[src/design/adc_frame_consts.vh]
`ifndef ADC_FRAME_CONSTS_VH
`define ADC_FRAME_CONSTS_VH

// frame layout
`define FRAME_BITS          16
`define CMD_MSB             15
`define CMD_LSB             12
`define LOWER_ENABLE_POS    11
`define COUNTER_RESET_POS   10
`define LAST_CH_MSB         9
`define LAST_CH_LSB         6
`define RANGE_SELECT_POS    6
`define POWERDOWN_POS       5
`define OUT_FORMAT_POS      4
`define GPIO_DATA_MSB       3

// command field codes
`define CMD_CONTINUE        4'h0
`define CMD_MANUAL          4'h1
`define CMD_AUTO_ONE        4'h2
`define CMD_AUTO_TWO        4'h3
`define CMD_AUTO_TWO_PROG   4'h9

// operating modes
`define MODE_MANUAL         2'h0
`define MODE_AUTO_ONE       2'h1
`define MODE_AUTO_TWO       2'h2

// reset values
`define RST_MODE            2'h0
`define RST_LAST_CHANNEL    4'hF
`define RST_GPIO_DATA       4'h0
`define FIRST_CHANNEL       4'h0

`endif

[src/design/pin_sync.v]
`timescale 1ns/1ns
`default_nettype none

module pin_sync #(
  parameter WIDTH = 1
) (
  // clock and reset
  input  wire             i_core_clk,
  input  wire             i_sys_rst,
  // pins
  input  wire [WIDTH-1:0] i_async,
  output wire [WIDTH-1:0] o_sync
);

  reg [WIDTH-1:0] meta_ff;
  reg [WIDTH-1:0] sync_ff;

  // first stage feeds only the second stage
  always @(posedge i_core_clk) begin
    if (i_sys_rst) begin
      meta_ff <= {WIDTH{1'b0}};
      sync_ff <= {WIDTH{1'b0}};
    end else begin
      meta_ff <= i_async;
      sync_ff <= meta_ff;
    end
  end

  assign o_sync = sync_ff;

endmodule

`default_nettype wire

[src/design/adc_frame_mode_control.v]
// Operation
// - a manual, Auto-1 or lower-enabled Auto-2 frame with the power-down bit set powers the device down on the 16th falling SCLK edge, otherwise it runs normally.
// - with the output-format bit at 0 the top output nibble carries the channel address, followed by the 12-bit result.
// - with the output-format bit at 1 the top output nibble carries the general pins three down to zero.
// - the four lowest frame bits drive the general pins configured as outputs, input pins ignore them, and they reset to zero.
// - the Auto-2 sequence depth is fully programmed in a single chip-select frame.
// - command field 1001 selects the sequence-depth register and frame bits nine to six are its data.
// - in Auto-2 the channel counter runs from the first channel up to the last-channel value and then wraps to zero.
// - a programming frame keeps conversions and serial output going and changes neither range nor GPIO data.
// - a continue frame keeps the mode, advancing the counter in automatic modes and holding it in manual mode.
// - a continue frame ignores the lower twelve bits and keeps every previous setting.
// - in an Auto-2 frame the lower-field enable bit lets the lower eleven bits update, otherwise they are kept.
// - in an enabled Auto-2 frame the counter-reset bit returns the channel counter to the first channel.
// - the range-select bit picks the 2.5V range at 0 and the 5V range at 1.
`timescale 1ns/1ns
`default_nettype none
`include "adc_frame_consts.vh"

module adc_frame_mode_control (
  // clock and reset
  input  wire        i_core_clk,
  input  wire        i_sys_rst,
  // serial link from host
  input  wire        i_cs_n,
  input  wire        i_sclk,
  input  wire        i_sdi,
  output wire        o_sdo,
  // converter side
  input  wire [11:0] i_conv_result,
  output wire [3:0]  o_channel,
  output wire        o_range_5v,
  output wire        o_powerdown,
  output wire [1:0]  o_mode,
  // general pins
  input  wire [3:0]  i_gpio_dir_out,
  input  wire [3:0]  i_gpio_pin,
  output wire [3:0]  o_gpio_out,
  output wire [3:0]  o_gpio_oe_n
);

  localparam ST_IDLE  = 3'b001;
  localparam ST_SHIFT = 3'b010;
  localparam ST_WAIT  = 3'b100;

  wire [6:0] pins_sync;
  wire       cs_n_s;
  wire       sclk_s;
  wire       sdi_s;
  wire [3:0] gpio_s;

  reg  [2:0]  state_ff;
  reg         sclk_d_ff;
  reg  [15:0] rx_ff;
  reg  [15:0] tx_ff;
  reg  [4:0]  fall_cnt_ff;
  reg  [1:0]  mode_ff;
  reg  [3:0]  channel_ff;
  reg  [3:0]  last_ch_ff;
  reg  [3:0]  gpio_data_ff;
  reg         range_ff;
  reg         pdown_ff;
  reg         format_ff;

  wire        sclk_rise;
  wire        sclk_fall;
  wire        frame_done;
  wire [15:0] frame;
  wire [3:0]  cmd;
  reg  [1:0]  nxt_mode;
  reg  [3:0]  nxt_channel;
  reg         apply_lower;
  reg         ctr_clear;

  pin_sync #(
    .WIDTH (7)
  ) u_sync (
    .i_core_clk (i_core_clk),
    .i_sys_rst  (i_sys_rst),
    .i_async    ({~i_cs_n, i_sclk, i_sdi, i_gpio_pin}),
    .o_sync     (pins_sync)
  );

  // select travels inverted so a cleared synchroniser reads as deselected after reset
  assign cs_n_s = ~pins_sync[6];
  assign sclk_s = pins_sync[5];
  assign sdi_s  = pins_sync[4];
  assign gpio_s = pins_sync[3:0];

  assign sclk_rise = sclk_s & ~sclk_d_ff;
  assign sclk_fall = ~sclk_s & sclk_d_ff;
  // the 16th falling edge closes the frame
  assign frame_done = (state_ff == ST_SHIFT) & sclk_fall & ~cs_n_s
                      & (fall_cnt_ff == 5'h0F);
  // last bit is sampled on the preceding rising edge, so rx is complete here
  assign frame = rx_ff;
  assign cmd   = frame[`CMD_MSB:`CMD_LSB];

  function [3:0] advance;
    input [3:0] ch;
    input [3:0] last;
    begin
      advance = (ch == last) ? `FIRST_CHANNEL : ch + 4'h1;
    end
  endfunction

  // next mode, counter and whether lower bits apply
  always @* begin
    nxt_mode    = mode_ff;
    nxt_channel = channel_ff;
    apply_lower = 1'b0;
    ctr_clear   = 1'b0;
    case (cmd)
      `CMD_MANUAL: begin
        nxt_mode    = `MODE_MANUAL;
        apply_lower = 1'b1;
      end
      `CMD_AUTO_ONE: begin
        nxt_mode    = `MODE_AUTO_ONE;
        apply_lower = 1'b1;
      end
      `CMD_AUTO_TWO: begin
        nxt_mode    = `MODE_AUTO_TWO;
        apply_lower = frame[`LOWER_ENABLE_POS];
        ctr_clear   = apply_lower & frame[`COUNTER_RESET_POS];
      end
      default: begin
        // continue and programming frames keep the mode
        nxt_mode = mode_ff;
      end
    endcase
    if (ctr_clear || (nxt_mode == `MODE_AUTO_TWO && mode_ff != `MODE_AUTO_TWO)) begin
      nxt_channel = `FIRST_CHANNEL;
    end else if (nxt_mode == `MODE_AUTO_TWO) begin
      nxt_channel = advance(channel_ff, last_ch_ff);
    end else if (nxt_mode == `MODE_AUTO_ONE) begin
      nxt_channel = channel_ff + 4'h1;
    end else begin
      nxt_channel = channel_ff;
    end
  end

  // link framing and shifting
  always @(posedge i_core_clk) begin
    if (i_sys_rst) begin
      state_ff    <= ST_IDLE;
      sclk_d_ff   <= 1'b0;
      rx_ff       <= 16'h0000;
      tx_ff       <= 16'h0000;
      fall_cnt_ff <= 5'h00;
    end else begin
      sclk_d_ff <= sclk_s;
      case (state_ff)
        ST_IDLE: begin
          if (!cs_n_s) begin
            state_ff    <= ST_SHIFT;
            fall_cnt_ff <= 5'h00;
            // serial output stays valid in every frame type
            tx_ff <= {(format_ff ? gpio_s : channel_ff), i_conv_result};
          end
        end
        ST_SHIFT: begin
          if (cs_n_s) begin
            // a short frame is dropped without effect
            state_ff <= ST_IDLE;
          end else begin
            if (sclk_rise) begin
              rx_ff <= {rx_ff[14:0], sdi_s};
            end
            if (sclk_fall) begin
              tx_ff       <= {tx_ff[14:0], 1'b0};
              fall_cnt_ff <= fall_cnt_ff + 5'h01;
            end
            if (frame_done) begin
              state_ff <= ST_WAIT;
            end
          end
        end
        ST_WAIT: begin
          // one frame per select low; wait for deselect before rearming
          if (cs_n_s) begin
            state_ff <= ST_IDLE;
          end
        end
        default: begin
          state_ff <= ST_IDLE;
        end
      endcase
    end
  end

  // settings apply only at frame completion
  always @(posedge i_core_clk) begin
    if (i_sys_rst) begin
      mode_ff      <= `RST_MODE;
      channel_ff   <= `FIRST_CHANNEL;
      last_ch_ff   <= `RST_LAST_CHANNEL;
      gpio_data_ff <= `RST_GPIO_DATA;
      range_ff     <= 1'b0;
      pdown_ff     <= 1'b0;
      format_ff    <= 1'b0;
    end else if (frame_done) begin
      mode_ff    <= nxt_mode;
      channel_ff <= nxt_channel;
      if (cmd == `CMD_AUTO_TWO_PROG) begin
        last_ch_ff <= frame[`LAST_CH_MSB:`LAST_CH_LSB];
      end
      // continue frames leave all of this alone
      if (apply_lower) begin
        range_ff  <= frame[`RANGE_SELECT_POS];
        pdown_ff  <= frame[`POWERDOWN_POS];
        format_ff <= frame[`OUT_FORMAT_POS];
        gpio_data_ff <= (frame[`GPIO_DATA_MSB:0] & i_gpio_dir_out)
                        | (gpio_data_ff & ~i_gpio_dir_out);
      end
    end
  end

  assign o_sdo       = tx_ff[15];
  assign o_channel   = channel_ff;
  assign o_range_5v  = range_ff;
  assign o_powerdown = pdown_ff;
  assign o_mode      = mode_ff;
  assign o_gpio_out  = gpio_data_ff;
  assign o_gpio_oe_n = ~i_gpio_dir_out;

endmodule

`default_nettype wire

[config.mk]
export PLATFORM = sky130hd
export DESIGN_NAME = adc_frame_mode_control
export DESIGN_NICKNAME = d
export VERILOG_FILES = /design/src/design/pin_sync.v /design/src/design/adc_frame_mode_control.v
export VERILOG_INCLUDE_DIRS = /design/src /design/src/design
export SDC_FILE = /design/constraint.sdc
export NUM_CORES = 1
export LEC_CHECK = 0
export ABC_AREA = 1
export BUFFER_PORTS_ARGS = -buffer_cell sky130_fd_sc_hd__buf_2
export CAP_MARGIN = 30
export CORE_MARGIN = 2
export CORE_UTILIZATION = 25
export CTS_CLUSTER_SIZE = 24
export DETAILED_ROUTE_END_ITERATION = 7
export GPL_TIMING_DRIVEN = 0
export HOLD_SLACK_MARGIN = 0.12
export SYNTH_ARGS = -nofsm -noshare
export SYNTH_HDL_FRONTEND = slang
export SYNTH_SLANG_ARGS = --single-unit
[constraint.sdc]
create_clock -name i_core_clk -period 2 [get_ports i_core_clk]
set_input_delay 0.4 -clock i_core_clk [delete_from_list [all_inputs] [get_ports i_core_clk]]
set_output_delay 0.4 -clock i_core_clk [all_outputs]
set_load 0.01 [all_outputs]
==> metrics.md <==
| Metric | Value |
|---|---|
| Port bufs | 40 |
| Initial antenna violation count | 0 |
| Post-layout net count | roughly 480 |
| Dominant cells by area after synthesis | dfxtp_1 47%, nand2_1 7.4%, inv_1 5.6% |
| Post-synth top area cell | dfxtp_1 |
| First-pass GRT wire length | about 12000 um |
| Final ANT Viol Nets | 0 |
| Power, Total | between 3 and 4 mW |
| Share of cells above drive strength 1 | 18.4% |
| Final hold violations | 0 |
| Final period util | between 90% and 100% |
| Worst-Margin Slew | around 550 ps |
| Cts hold-fix bufs | 0 |
| Fill count | ~1300 |
| Max_cap viols | 0 |
| Layout area overhead | 22.5% |
| Initial drt markers | around 170 |
| Clk sink count | between 70 and 80 |
| Post-synthesis compound-gate area fraction | ~17% |
| Tot GR Track Use | between 10% and 20% |
| Status | finished clean |
| Via-to-Cell Ratio | approximately 4.6 |
| Min Hold Slack | approximately 230 ps |
| DP HPWL | roughly 5100 um |
| Crit path launch type | flop |
| Post-Synth XOR/XNOR Area | under 10% |
| TritonCTS Buffers | 9 |
| DR vias | 2743 |
| Synth Net Count | approximately 420 |
| Die span in x | about 110 um |
| Starting Density | roughly a quarter |
| Top Ports | 42 |
| Cell Pwr Density | 870 nW/um2 |
| Final max-slew violation count | 0 |
| Crit path kind | reg2reg |
| Die ar. | about 13000 um2 |
| H-tree levels | 3 |
| #FFs+latches synth | 72 |
| CP arrival | ~2000 ps |
| LEAKAGE | between 1.5 and 2 nW |
| TritonCTS clock tree | built |
| Grt ovf | 0 |
| Synth Area per Inst | between 7 and 8 um2 |
| Simple-Gate Fraction of Synth Area | 22.8% |
| Slew HR | a little under two thirds |
| Clock latency on the worst-skew pair | 330 ps |
| Area share of the largest cell type after synthesis | a little under half |
| Worst path required time | 2200 ps |
| Total Wirelength | just over 7000 um |
| Clock Path Buffers | 2 |
| Netlist Area Pre-Place | between 3000 and 4000 um2 |
| Adder-Cell Fraction of Synth Area | 1.23% |
| Setup TNS | 0 ps |
| Final min period | ~1800 ps |
| Clk slew on worst S/H paths | about 70 ps |
| Final GP Congestion | 0.799 |
| Wire per inst | between 10 and 15 um |
| Distinct cell type count after synthesis | 30 |
| Drc violations | 0 |
| First-pass DRT Iterations | 4 |
| Final Setup Violations | 0 |
| Mux contribution to synthesized area | 0% |
| Core area | ~12000 um2 |
| Post-CTS Setup Bufs | 0 |
| Largest net degree at the start of global routing | 15 |
| Vias in the first global route | around 2600 |
| Fmax | between 0.5 and 0.6 GHz |
| FP Rows | 40 |
| Crit path capture type | flop |
| Die height | 115 um |
| Root Buffer | clkbuf_16 |
| Combinational family with the most area after synthesis | simple AND/OR/NAND/NOR gates |
| Crit Path Max Fanout | 6 |
| Gate count of the mapped netlist | between 300 and 400 |
| Hold Path Class | in2reg |
| ANT cells | 0 |
| RSZ-0062 raised after global routing | no |
| Sequential fraction of the synthesis area | between 40% and 50% |
| Clock skew | between 9 and 10 ps |
| YS warnings | 0 |
| Maximum vdd drop | around 0.45 mV |
power breakdown:
| part | total, mW | internal (mW) | switching, mW |
|---|---|---|---|
| clock | 1.63 | 0.978 | 0.650 |
| sequential | 1.48 | 1.47 | 0.0151 |
| combinational | 0.149 | 0.0576 | 0.0915 |
| total | 3.26 | 2.50 | 0.756 |
worst max-delay path, cell delays in order (launching register included):
cell and delay (ps):
dfxtp_1 370, ha_1 180, inv_1 60, nor3_1 190
ha_1 240, inv_1 80, nor2_4 180, nand2_2 150
o21ai_1 160, a21oi_1 70
cells in the final DEF (no fill, tap or decap), drive strengths merged, types with 15 or more instances in the layout:
master / synthesis / routed
nand2: 66 / 66
inv: 48 / 51
a31oi: 15 / 15
a21oi: 28 / 28
o21ai: 48 / 48
nor2: 40 / 40
nand4: 17 / 17
nand3: 16 / 16
dfxtp: 72 / 72
buf: 6 / 46
clkbuf: 13 / 22
per-stage QoR:
step | worst slack (ps) | utilization, % | std cells | area (um2)
final | 186 | 31.3 | 599 | 3740
after CTS | 140 | 31.3 | 599 | 3740
after global routing | 7.24 | 31.3 | 599 | 3740
after global placement | 239 | 28.8 | 583 | 3440
after floorplan | 506 | - | 396 | 3060
after detailed placement | 158 | 28.8 | 583 | 3440
kinds of logic (layout without fill, tap and decap cells):
logic type	count (synthesis)	after routing
AO/OA/AOI/OAI	96	96
XOR/XNOR	6	6
adder cells (fa/ha/maj)	3	3
buffers and inverters	72	128
flip-flops	72	72
AND/OR/NAND/NOR	147	147
final cells by class:
class                   instances  area [um2]  area share, %
clock buffers                   9         225           6.01
plain buffers                  19        98.8           2.64
clock inverters                 7        77.6           2.07
repair buffers                 40         200           5.35
well taps                     147         184           4.91
inverters                      53         199           5.31
flip-flops and latches         72        1440           38.5
multi-input cells             252        1320           35.2
layer usage:
metal  global-route usage (%)  up-vias  share of wire, %
met1                     15.2     1258                49
met2                     18.1       64                46
met3                     3.44        7               4.5
met4                     3.82        0              0.94
met5                        0        -                 0
li1                         -     1414                 -
sequential cells by signal, indices dropped and copies added, names as in the netlist, named ones only:
name            count
u_sync.o_sync       7
o_range_5v          1
o_channel           4
o_powerdown         1
state_ff            3
u_sync.meta_ff      7
frame              16
fall_cnt_ff         5
o_mode              2
sclk_d_ff           1
format_ff           1
tx_ff              16
last_ch_ff          4
synthesized netlist by cell type (all sizes together):
cell type and instances:
dfxtp 72, nand2 66, inv 48, o21ai 48, nor2 40, a21oi 28, nand4 17, nand3 16
a31oi 15, clkbuf 13, buf 6, nor3 6, clkinv 5, o211ai 4, xnor2 4, ha 3
xor2 2, and3 1, nand3b 1, o22ai 1
worst paths after layout:
kind | depth (start not counted) | from | endpoint | slack, ps
worst min-delay path | 2 | i_cs_n | u_sync.meta_ff[6] | 230
worst max register to register | 9 | fall_cnt_ff[0] | flop | 190
worst max-delay path | 9 | fall_cnt_ff[0] | flop | 190
worst min register to register | 2 | u_sync.meta_ff[0] | u_sync.o_sync[0] | 400
what timing repair did:
item | 4_1_cts | 5_1_grt
endpoints found under the setup margin | 0 | 3
hold endpoints to repair | 0 | 0
resized for setup | 0 | 0
No activity file was read; power rests on OpenSTA's default activity.
